File: src/backup_supervisor_regs.svh
`ifndef BACKUP_SUPERVISOR_REGS_SVH
`define BACKUP_SUPERVISOR_REGS_SVH

`define CELL_TEST_TRIGGER_ADDR 8'h0d
`define STATUS_ADDR 8'h00
`define TEST_CONFIG_ADDR 8'h0c
`define STATUS_VALID_BIT 0
`define STATUS_LOW_CELL_BIT 1
`define TEST_CONFIG_RESET 8'h00
`define TICK_HZ 16
`define LOAD_TIME_MS 1000
`define LOAD_TICKS ((`LOAD_TIME_MS * `TICK_HZ) / 1000)
`define INTERVAL_TIME_HR 24
`define INTERVAL_TICKS (`INTERVAL_TIME_HR * 3600 * `TICK_HZ)
`define BLINK_HALF_MS 500
`define BLINK_TICKS ((`BLINK_HALF_MS * `TICK_HZ) / 1000)
`define CLK_MHZ 40
`define HOLD_TIME_NS 15000
`define HOLD_CYCLES ((`HOLD_TIME_NS * `CLK_MHZ) / 1000)
`define TIMEOUT_TIME_US 140000
`define TIMEOUT_CYCLES ((`TIMEOUT_TIME_US * `CLK_MHZ) / 1)

`endif

File: src/backup_supervisor_pkg.sv
package backup_supervisor_pkg;
  typedef enum logic [1:0] {
    GATE_OPEN = 2'b00,
    GATE_DRAIN = 2'b01,
    GATE_SHUT = 2'b10
  } gate_state_t;
  typedef enum logic [1:0] {
    TEST_IDLE = 2'b00,
    TEST_LOAD = 2'b01,
    TEST_JUDGE = 2'b10
  } test_state_t;
  typedef struct packed {
    logic rd;
    logic wr;
    logic [7:0] addr;
    logic [7:0] wdata;
  } reg_req_t;
endpackage : backup_supervisor_pkg

File: src/sync2.sv
`timescale 1ns/1ps
`default_nettype none
module sync2 #(
  parameter int W = 1
) (
  input wire logic clk,
  input wire logic srst,
  input wire logic [W-1:0] d,
  output logic [W-1:0] q
);
  logic [W-1:0] meta;
  always_ff @(posedge clk) begin
    if (srst) begin
      meta <= '0;
      q <= '0;
    end else begin
      meta <= d;
      q <= meta;
    end
  end
endmodule : sync2
`default_nettype wire

File: src/tick_counter.sv
`timescale 1ns/1ps
`default_nettype none
module tick_counter #(
  parameter int W = 24
) (
  input wire logic clk,
  input wire logic srst,
  input wire logic clear,
  input wire logic step,
  input wire logic [W-1:0] limit,
  output logic done
);
  logic [W-1:0] count;
  always_ff @(posedge clk) begin
    if (srst || clear) begin
      count <= '0;
      done <= 1'b0;
    end else if (step && !done) begin
      if (count + W'(1) >= limit) begin
        done <= 1'b1;
      end
      count <= count + W'(1);
    end
  end
endmodule : tick_counter
`default_nettype wire

File: src/backup_supervisor.sv
// Function
// - Chip-select pass path stays off, input floating, while reset is asserted, once any write hold window has ended.
// - Reset with select input high disables the pass path immediately.
// - Reset with select low disables at select rise or hold window end.
// - After any reset, pass path stays off for the full timeout.
// - Active pull-up on chip-select output while path is off, released otherwise.
// - Data-valid flag is cleared at power-on reset.
// - Every status register read sets the data-valid flag, except while internal supply collapse is present.
// - Internal supply collapse clears data-valid, overriding a recent read.
// - Default test source select low uses internal load and threshold only.
// - One battery test runs whenever main supply rises above threshold.
// - Every issued reset, manual or watchdog, runs a battery test.
// - After power-on test, repeat test every 24 hours with supply.
// - Load cell one second; trip sets low output and status bit.
// - Selected low-cell output blinks at 1Hz, half second each phase.
// - Periodic tests stop while low-cell indication is active.
// - Any trigger register write tests; pass clears flag, resumes periodic.
// - Freshness seal blocks backup until supply rises then falls below.
// - Test configuration register is read-only; writes have no effect.
`timescale 1ns/1ps
`default_nettype none
`include "backup_supervisor_regs.svh"
module backup_supervisor #(
  parameter int TIMEOUT_CYCLES = `TIMEOUT_CYCLES,
  parameter int INTERVAL_TICKS = `INTERVAL_TICKS,
  parameter int HOLD_CYCLES = `HOLD_CYCLES,
  parameter int LOAD_TICKS = `LOAD_TICKS,
  parameter int BLINK_TICKS = `BLINK_TICKS
) (
  input wire logic CLK,
  input wire logic SRST,
  input wire logic SLOW_TICK,
  input wire logic SUPPLY_OK,
  input wire logic SUPPLY_ABOVE_CELL,
  input wire logic CORE_COLLAPSE,
  input wire logic SUPERVISOR_RESET,
  input wire logic ISSUED_RESET,
  input wire logic CELL_BELOW_TRIP,
  input wire logic SELECT_IN,
  input wire logic BLINK_ENABLE,
  input wire logic TEST_SOURCE_SELECT,
  input wire logic REG_RD,
  input wire logic REG_WR,
  input wire logic [7:0] REG_ADDR,
  input wire logic [7:0] REG_WDATA,
  output logic [7:0] REG_RDATA,
  output logic PASS_ENABLE,
  output logic SELECT_IN_FLOAT,
  output logic SELECT_PULLUP_EN,
  output logic CELL_LOAD_EN,
  output logic INTERNAL_LOAD_SEL,
  output logic LOW_CELL_OUTPUT_N,
  output logic BACKUP_ENABLE
);
  backup_supervisor_pkg::reg_req_t req;
  backup_supervisor_pkg::gate_state_t gate;
  backup_supervisor_pkg::test_state_t test;
  logic [6:0] raw_in;
  logic [6:0] s_in;
  logic tick;
  logic supply_ok;
  logic above_cell;
  logic collapse;
  logic rst_in;
  logic issued;
  logic below_trip;
  logic select_s;
  logic rst_q;
  logic supply_q;
  logic issued_q;
  logic tick_q;
  logic step;
  logic [31:0] hold_count;
  logic [31:0] timeout_count;
  logic data_valid;
  logic low_cell_flag;
  logic tripped;
  logic periodic_due;
  logic start_test;
  logic load_done;
  logic interval_done;
  logic blink_done;
  logic blink_phase;
  logic seal;
  logic seen_supply;
  logic [7:0] next_rdata;

  // Address decode shared by the flag update and the read mux
  function automatic logic is_status(input logic [7:0] a);
    return a == `STATUS_ADDR;
  endfunction : is_status

  function automatic logic is_trigger(input logic [7:0] a);
    return a == `CELL_TEST_TRIGGER_ADDR;
  endfunction : is_trigger

  function automatic logic [31:0] inc32(input logic [31:0] v);
    return v + 32'd1;
  endfunction : inc32

  // Rising edge of a level against its one-cycle delayed copy
  function automatic logic rise(input logic now, input logic was);
    return now && !was;
  endfunction : rise

  assign req = '{rd: REG_RD, wr: REG_WR, addr: REG_ADDR, wdata: REG_WDATA};
  assign raw_in = {SELECT_IN, CELL_BELOW_TRIP, ISSUED_RESET,
                   SUPERVISOR_RESET, CORE_COLLAPSE, SUPPLY_ABOVE_CELL,
                   SUPPLY_OK};

  sync2 #(.W(7)) u_sync (
    .clk(CLK),
    .srst(SRST),
    .d(raw_in),
    .q(s_in)
  );
  // Timebase is async to CLK, so it crosses like the pins
  sync2 #(.W(1)) u_tick_sync (
    .clk(CLK),
    .srst(SRST),
    .d(SLOW_TICK),
    .q(tick)
  );
  assign supply_ok = s_in[0];
  assign above_cell = s_in[1];
  assign collapse = s_in[2];
  assign rst_in = s_in[3];
  assign issued = s_in[4];
  assign below_trip = s_in[5];
  assign select_s = s_in[6];

  always_ff @(posedge CLK) begin
    if (SRST) begin
      rst_q <= 1'b0;
      supply_q <= 1'b0;
      issued_q <= 1'b0;
      tick_q <= 1'b0;
    end else begin
      rst_q <= rst_in;
      supply_q <= supply_ok;
      issued_q <= issued;
      tick_q <= tick;
    end
  end
  assign step = rise(tick, tick_q);

  // Chip-select gate; hold counts a write cycle to completion
  always_ff @(posedge CLK) begin
    if (SRST) begin
      gate <= backup_supervisor_pkg::GATE_SHUT;
      hold_count <= '0;
      timeout_count <= '0;
    end else begin
      unique case (gate)
        backup_supervisor_pkg::GATE_OPEN: begin
          if (rise(rst_in, rst_q)) begin
            hold_count <= '0;
            timeout_count <= '0;
            if (select_s) begin
              gate <= backup_supervisor_pkg::GATE_SHUT;
            end else begin
              gate <= backup_supervisor_pkg::GATE_DRAIN;
            end
          end
        end
        backup_supervisor_pkg::GATE_DRAIN: begin
          hold_count <= inc32(hold_count);
          if (select_s || inc32(hold_count) >= 32'(HOLD_CYCLES)) begin
            gate <= backup_supervisor_pkg::GATE_SHUT;
          end
        end
        backup_supervisor_pkg::GATE_SHUT: begin
          // Timeout restarts while reset is held
          if (rst_in) begin
            timeout_count <= '0;
          end else if (inc32(timeout_count) >= 32'(TIMEOUT_CYCLES)) begin
            gate <= backup_supervisor_pkg::GATE_OPEN;
          end else begin
            timeout_count <= inc32(timeout_count);
          end
        end
        default: gate <= backup_supervisor_pkg::GATE_SHUT;
      endcase
    end
  end

  always_ff @(posedge CLK) begin
    if (SRST) begin
      PASS_ENABLE <= 1'b0;
      SELECT_IN_FLOAT <= 1'b1;
      SELECT_PULLUP_EN <= 1'b1;
    end else begin
      PASS_ENABLE <= gate != backup_supervisor_pkg::GATE_SHUT;
      SELECT_IN_FLOAT <= gate == backup_supervisor_pkg::GATE_SHUT;
      SELECT_PULLUP_EN <= gate == backup_supervisor_pkg::GATE_SHUT;
    end
  end

  // Collapse wins over a read in the same cycle
  always_ff @(posedge CLK) begin
    if (SRST) begin
      data_valid <= 1'b0;
    end else if (collapse) begin
      data_valid <= 1'b0;
    end else if (req.rd && is_status(req.addr)) begin
      data_valid <= 1'b1;
    end
  end

  assign periodic_due = interval_done && !low_cell_flag;
  assign start_test = rise(supply_ok, supply_q)
                   || rise(issued, issued_q)
                   || (req.wr && is_trigger(req.addr))
                   || periodic_due;

  always_ff @(posedge CLK) begin
    if (SRST) begin
      test <= backup_supervisor_pkg::TEST_IDLE;
      tripped <= 1'b0;
    end else begin
      unique case (test)
        backup_supervisor_pkg::TEST_IDLE: begin
          tripped <= 1'b0;
          if (start_test && supply_ok) begin
            test <= backup_supervisor_pkg::TEST_LOAD;
          end
        end
        backup_supervisor_pkg::TEST_LOAD: begin
          // Any dip inside the load window latches a failure
          if (below_trip) begin
            tripped <= 1'b1;
          end
          if (load_done) begin
            test <= backup_supervisor_pkg::TEST_JUDGE;
          end
        end
        backup_supervisor_pkg::TEST_JUDGE: begin
          test <= backup_supervisor_pkg::TEST_IDLE;
        end
        default: test <= backup_supervisor_pkg::TEST_IDLE;
      endcase
    end
  end

  tick_counter #(.W(32)) u_load (
    .clk(CLK),
    .srst(SRST),
    .clear(test != backup_supervisor_pkg::TEST_LOAD),
    .step(step),
    .limit(32'(LOAD_TICKS)),
    .done(load_done)
  );
  // Periodic count restarts after every test
  tick_counter #(.W(32)) u_interval (
    .clk(CLK),
    .srst(SRST),
    .clear(!supply_ok || test != backup_supervisor_pkg::TEST_IDLE
           || low_cell_flag),
    .step(step),
    .limit(32'(INTERVAL_TICKS)),
    .done(interval_done)
  );
  tick_counter #(.W(32)) u_blink (
    .clk(CLK),
    .srst(SRST),
    .clear(blink_done),
    .step(step),
    .limit(32'(BLINK_TICKS)),
    .done(blink_done)
  );

  always_ff @(posedge CLK) begin
    if (SRST) begin
      low_cell_flag <= 1'b0;
    end else if (test == backup_supervisor_pkg::TEST_JUDGE) begin
      low_cell_flag <= tripped;
    end
  end

  // Phase parks low so a fresh flag shows solid first
  always_ff @(posedge CLK) begin
    if (SRST) begin
      blink_phase <= 1'b0;
    end else if (!low_cell_flag) begin
      blink_phase <= 1'b0;
    end else if (blink_done) begin
      blink_phase <= !blink_phase;
    end
  end

  // Seal cleared only by a full rise and fall of main supply
  always_ff @(posedge CLK) begin
    if (SRST) begin
      seal <= 1'b1;
      seen_supply <= 1'b0;
    end else if (seal) begin
      if (supply_ok) begin
        seen_supply <= 1'b1;
      end else if (seen_supply && !above_cell) begin
        seal <= 1'b0;
      end
    end
  end

  always_comb begin
    next_rdata = 8'h00;
    if (is_status(req.addr)) begin
      next_rdata[`STATUS_VALID_BIT] = data_valid;
      next_rdata[`STATUS_LOW_CELL_BIT] = low_cell_flag;
    end else if (req.addr == `TEST_CONFIG_ADDR) begin
      next_rdata = `TEST_CONFIG_RESET;
    end
  end

  always_ff @(posedge CLK) begin
    if (SRST) begin
      REG_RDATA <= 8'h00;
      CELL_LOAD_EN <= 1'b0;
      INTERNAL_LOAD_SEL <= 1'b1;
      LOW_CELL_OUTPUT_N <= 1'b1;
      BACKUP_ENABLE <= 1'b0;
    end else begin
      if (req.rd) begin
        REG_RDATA <= next_rdata;
      end
      CELL_LOAD_EN <= test == backup_supervisor_pkg::TEST_LOAD;
      INTERNAL_LOAD_SEL <= !TEST_SOURCE_SELECT;
      LOW_CELL_OUTPUT_N <= !(low_cell_flag
                             && !(BLINK_ENABLE && blink_phase));
      BACKUP_ENABLE <= !seal && !supply_ok;
    end
  end
endmodule : backup_supervisor
`default_nettype wire

File: config.mk
export PLATFORM = sky130hd
export DESIGN_NAME = backup_supervisor
export DESIGN_NICKNAME = d
export VERILOG_FILES = /design/src/backup_supervisor_pkg.sv /design/src/sync2.sv /design/src/tick_counter.sv /design/src/backup_supervisor.sv
export VERILOG_INCLUDE_DIRS = /design/src /design/src/src
export SDC_FILE = /design/constraint.sdc
export NUM_CORES = 1
export LEC_CHECK = 0
export BUFFER_PORTS_ARGS = -buffer_cell sky130_fd_sc_hd__buf_4
export CORE_UTILIZATION = 45
export DETAILED_ROUTE_END_ITERATION = 10
export GPL_TIMING_DRIVEN = 0
export SYNTH_ARGS = -nofsm -noshare
export SYNTH_HDL_FRONTEND = slang
export SYNTH_SLANG_ARGS = --single-unit
File: constraint.sdc
create_clock -name CLK -period 5.38 [get_ports CLK]
set_input_delay 0.807 -clock CLK [delete_from_list [all_inputs] [get_ports CLK]]
set_output_delay 0.807 -clock CLK [all_outputs]
set_load 0.01 [all_outputs]
Yosys cells after proc, flatten, opt, wreduce, memory -nomap -nowiden
Index checks and enable logic that the tools add are counted.
- register bits: 201
- logic and storage cells: 134
- output and inout port bits: 15
- input bits: 30
- order comparisons: 5
- add/subtract/negate cells: 5
- equal/unequal tests: 15
- reductions and logical operators: 57
- bitwise operators: 1
- mux-type cells: 20
- operator list (operator ; number):
    adder 32 x 1 -> 32 bit, second input constant ; 5
    one-hot mux 32 bit (2 select lines) ; 2
    2-to-1 mux 32 bit ; 3
    >= comparator 32 x 10 -> 1 bit, second input constant ; 1
    >= comparator 32 x 21 -> 1 bit, second input constant ; 1
    >= comparator 32 x 23 -> 1 bit, second input constant ; 1
    >= comparator 32 x 4 -> 1 bit, second input constant ; 1
    >= comparator 32 x 5 -> 1 bit, second input constant ; 1
    2-to-1 mux 2 bit ; 8
    logical AND 1 bit ; 15
    zero test 1 bit ; 15
    AND reduction 2 bit ; 7
    != test 2 bit, second input constant ; 6
    logical OR 1 bit ; 9
    equality test 8 x 4 -> 1 bit, second input constant ; 1
    zero test 8 bit ; 1
    nonzero test 2 bit ; 4
    != test 2 x 1 -> 1 bit, second input constant ; 3
    one-hot mux 2 bit (3 select lines) ; 1
    equality test 2 x 1 -> 1 bit, second input constant ; 2
    equality test 2 bit, second input constant ; 2
    zero test 2 bit ; 2
    2-to-1 mux 1 bit ; 4
    one-hot mux 2 bit (2 select lines) ; 1
    6 further kinds ; 7

Depth between registers and ports, before layout
- word-level depth: 8
- depth in mapped cells: 13
- depth with buffers taken out: 10

Cells and area by module
A second synthesis with hierarchy kept.
- cells, all modules: 1735
- area total of the unflattened synthesis: 13822.0 um^2
- modules (own cells, without submodules) (module ; area each (um^2) ; times used ; sequential area each (um^2) ; cells each):
    tick_counter (u_blink ...) ; 2732.6 ; 2 ; 660.6 ; 347
    backup_supervisor ; 5143.7 ; 1 ; 1721.7 ; 651
    tick_counter (u_load) ; 2752.6 ; 1 ; 660.6 ; 357
    sync2 (u_sync) ; 407.9 ; 1 ; 280.3 ; 29
    sync2 (u_tick_sync) ; 52.6 ; 1 ; 40.0 ; 4

Least setup slack after synthesis
OpenSTA, ideal clock, no wires.
- kind: reg-to-reg
- start: register timeout_count[0]
- end: register timeout_count[3]
- required time: 5.323 ns
- clock period less this slack: 2.882 ns
- data arrival time: 2.825 ns
- stages on the path, launching flop included: 13
- slack: 2.498 ns
- path buffers: 2
- setup time: 0.057 ns
- cells stage by stage: dfxtp_1 > ha_1 > nand3_2 > or2_1 > buf_6 > or4_1 > a211o_1 > nor3b_2 > o211ai_2 > a211oi_2 > or2_4 > buf_6 > a21o_1
- longest elaborated chain between the ends: 4
- elaborated cells between the ends (all ways): 7
- those cells by class: 1 x add/sub; 1 x order compare; 1 x eq/ne; 3 x mux; 1 x reduce/logical
- ends and longest elaborated chain (item ; line ; text):
    from (decl) ; backup_supervisor.sv:74 ; logic [31:0] timeout_count;
    from (signal assigned) ; backup_supervisor.sv:179 ; timeout_count <= inc32(timeout_count);
    adder 32 x 1 -> 32 bit * ; backup_supervisor.sv:98 ; return v + 32'd1;
    >= comparator 32 x 23 -> 1 bit / 2-to-1 mux 32 bit (equally long branches) ; backup_supervisor.sv:176 ; end else if (inc32(timeout_count) >= 32'(TIMEOUT_CYCLES)) begin
    != test 3 x 2 -> 1 bit (no line) / 2-to-1 mux 32 bit (equally long branches) ; n/a ;
    AND reduction 3 bit (no line) / one-hot mux 32 bit (2 select lines) (equally long branches) ; n/a ;
Mark *: on every way between the ends. The rest lies on a longest branch, timed or not. The select of a mux whose other input is x is not followed.
A chain may end at the register's enable or synchronous reset.

Final worst setup path
- start: register timeout_count[0]
- end: register timeout_count[11]
Same word-level chain as after synthesis.

==> summary.txt <==
Critical path
  • Critical-path top delay cell: dfxtp_1
  • Most numerous cell on the critical path: o31ai_1
  • CP top delay family: simple AND/OR/NAND/NOR gates
  • Worst path bufs/invs: 2
  • Crit-path cells: ha_1 -> nand3_2 -> or2_1 -> buf_6 -> or4_1 -> a211o_1 -> nor3b_2 -> o211ai_2 -> a211oi_2 -> buf_4 -> o31ai_1 -> o31ai_1
  • CP required: 5.80 ns
  • CP startpoint kind: flip-flop
  • Crit Path Max Fanout: 10
  • Arr. time, crit path: 3.80 ns
  • Crit path kind: reg -> reg
  • CP endpoint kind: flip-flop
  • Max incr delay on CP: 0.46 ns

Clock tree
  • Clock Latency Late Sink: 0.52 ns
  • H-tree depth: 1
  • Cts repair resizes: 0
  • CTS Hold Bufs: 0
  • CTS tree: built
  • Clock root buffer: clkbuf_16
  • CTS Buffer Depth: 3
  • Worst-path clk slew: 0.06 ns
  • TritonCTS Buffers: 23
  • Sink Count: 201
  • # Post-CTS Setup Buffers: 0

Global routing
  • GRT overflow: 0
  • Initial antenna violation count: 0
  • Total track usage: 21.03%
  • Vias in the first global route: 8,771
  • First-pass GRT wire length: 42,970 µm
  • Largest net degree at the start of global routing: 14

Detailed routing
  • Metal3 WL: 800 µm
  • Post-route ant nets: 0
  • Top Layer Used: met4
  • # DRC: 0
  • WL per Instance: 14.37 µm
  • DR vias: 9,712
  • Total Wirelength: 25,710 µm
  • Avg Vias per Cell: 5.429
  • M1 wire length: 12,600 µm
  • Number of DRC markers in iteration 0: 596
  • WL met2: 11,770 µm
  • First-pass detailed-route iteration total: 5

Power and ir drop
  • Leakage: 4.292 nW
  • Max IR drop VDD: 0.1973 mV
  • PwrDens: 258.3 nW/µm²

Final layout
  • Antenna cells: 0
  • Commonest non-fill, non-tap cell in the layout: dfxtp_1
  • Layout overhead on the synthesized area: 12.96%
  • Layout cells sized above 1: 8.503%
  • Area of the multi-input gates: 6349 µm²
  • Fill cells: 2,363
  • Nets: 1,490
  • FF/Latch Area: 4024 µm²
  • Final Non-Filler Cells: 1,789
  • Most frequent cells in the layout: dfxtp_1, nor2_1, nand2_1

Logic synthesis
  • Post-Syn Instances: 1,393
  • Post-synthesis sequential area ratio: 36.94%
  • Post-synth EDFFs: 0
  • Syn Std Cell Area: 10,890 µm²
  • Asr flop ratio synth: 0%
  • Ys flop type: dfxtp_1
  • Distinct cells, synth: 73
  • FF+latch count, synth: 201
  • Yosys warning count: 0
  • Mean Syn Cell Area: 7.821 µm²

STA
  • F_max: 295.6 MHz
  • Max Slew Vio Count: 0
  • Final TNS setup: 0 ns
  • Final Skew: 0.01692 ns
  • Fin. Hold Viols: 0
  • Headroom to the max-slew limit: 44.43%
  • Unrepaired setup endpoints after global routing: no
  • Slew @ Worst Pin: 0.8306 ns
  • Tcrit/Tclk final: 62.89%
  • Final setup vio count: 0
  • Minimum clock period: 3.383 ns

Floorplanning
  • Core Region: 23,610 µm²
  • Area of the die: 24,840 µm²
  • Row cnt: 56
  • Die W: 157.6 µm
  • Initial Util: 46.14%
  • IO Count: 45
  • DIE HEIGHT: 157.6 µm

Place
  • Placed cells: 1,747
  • RePlAce Congestion: 0.8666
  • # port buffers: 30
  • Final HPWL DP: 17,750 µm

Flow run
  • Max_cap viols: 0

Run status
  • Status: finished, final reports clean

Worst hold path
  • Worst Hold Class: reg -> reg
==> sequential cells by signal, indices dropped and copies added (netlist names), 2 cells and up <==
name and count:
hold_count 32, timeout_count 32, u_blink.count 32, u_interval.count 32, u_load.count 32, u_sync.meta 7
u_sync.q 7, REG_RDATA 2, gate 2, test 2
==> power by group <==
part / total [mW] / internal [mW] / switching, mW
logic: 0.0833 / 0.0301 / 0.0531
registers: 1.51 / 1.50 / 0.00832
clock network: 1.59 / 0.939 / 0.648
total: 3.18 / 2.47 / 0.710
==> cell type report <==
cell class / instances / area share, %
tap: 319 / 3.244
clock inverter: 13 / 1.057
timing repair buffer: 30 / 1.830
buffer: 93 / 3.477
inverter: 30 / 0.9151
sequential: 201 / 32.70
multi-input combinational: 1074 / 51.59
clock buffer: 29 / 5.186
==> cells in the mapped netlist (all sizes together) (20+ instances only) <==
library cell,instances,share of area (%)
dfxtp,201,37
nor2,173,6.0
nand2,128,4.4
nand3,92,4.4
xor2,80,6.4
a21oi,66,3.0
clkbuf,62,2.1
o21ai,60,2.8
nand4,54,3.3
nor3,52,2.4
xnor2,43,3.5
or3,34,2.0
and3,31,1.8
buf,31,1.8
inv,30,1.0
nor2b,25,1.4
o31ai,25,1.7
a31oi,24,1.4
and2,20,1.1
==> worst reg2reg max path, cell delays in order (launching register included) <==
cell	delay (ns)
dfxtp_1	0.46
ha_1	0.38
nand3_2	0.15
or2_1	0.27
buf_6	0.15
or4_1	0.40
a211o_1	0.34
nor3b_2	0.23
o211ai_2	0.20
a211oi_2	0.28
buf_4	0.23
o31ai_1	0.10
o31ai_1	0.11
==> per-stage QoR <==
stage | power, mW | setup slack [ns] | cell area [µm²] | hold slack, ns | utilization, %
floorplan | 1.586 | 2.498 | 10910 | 0.3762 | -
global placement | 1.624 | 2.040 | 11540 | 0.4192 | 48.86
detailed placement | 1.625 | 2.033 | 11540 | 0.4227 | 48.86
CTS | 3.225 | 1.991 | 12310 | 0.4255 | 52.11
global route | 3.293 | 1.786 | 12310 | 0.4411 | 52.11
finish | 3.178 | 1.997 | 12310 | 0.4339 | 52.11
==> worst paths after layout <==
| check | from | endpoint | slack [ns] | cells past startpoint |
|---|---|---|---|---|
| hold reg to reg | u_sync.meta[5] | u_sync.q[5] | 0.43 | 1 |
| setup / recovery | timeout_count[0] | timeout_count[11] | 2.00 | 12 |
| setup reg to reg | timeout_count[0] | timeout_count[11] | 2.00 | 12 |
| hold / removal | u_sync.meta[5] | u_sync.q[5] | 0.43 | 1 |
==> cell families after synthesis <==
logic type      after synthesis  share of synthesized area [%]
compound gates              244                          14.28
mux                           9                         0.8614
other cells                   1                        0.03442
buf+inv                     123                          4.961
flops                       201                          36.94
simple gates                685                          32.24
fa+ha+maj                     7                         0.8039
xor+xnor                    123                          9.889
==> layer usage <==
metal	up-vias	track usage (%)
li1	5050	-
met2	141	35.42
met1	4485	28.08
met4	0	5.779
met3	36	2.792
met5	-	0
Power figures use the tool's default switching activity.
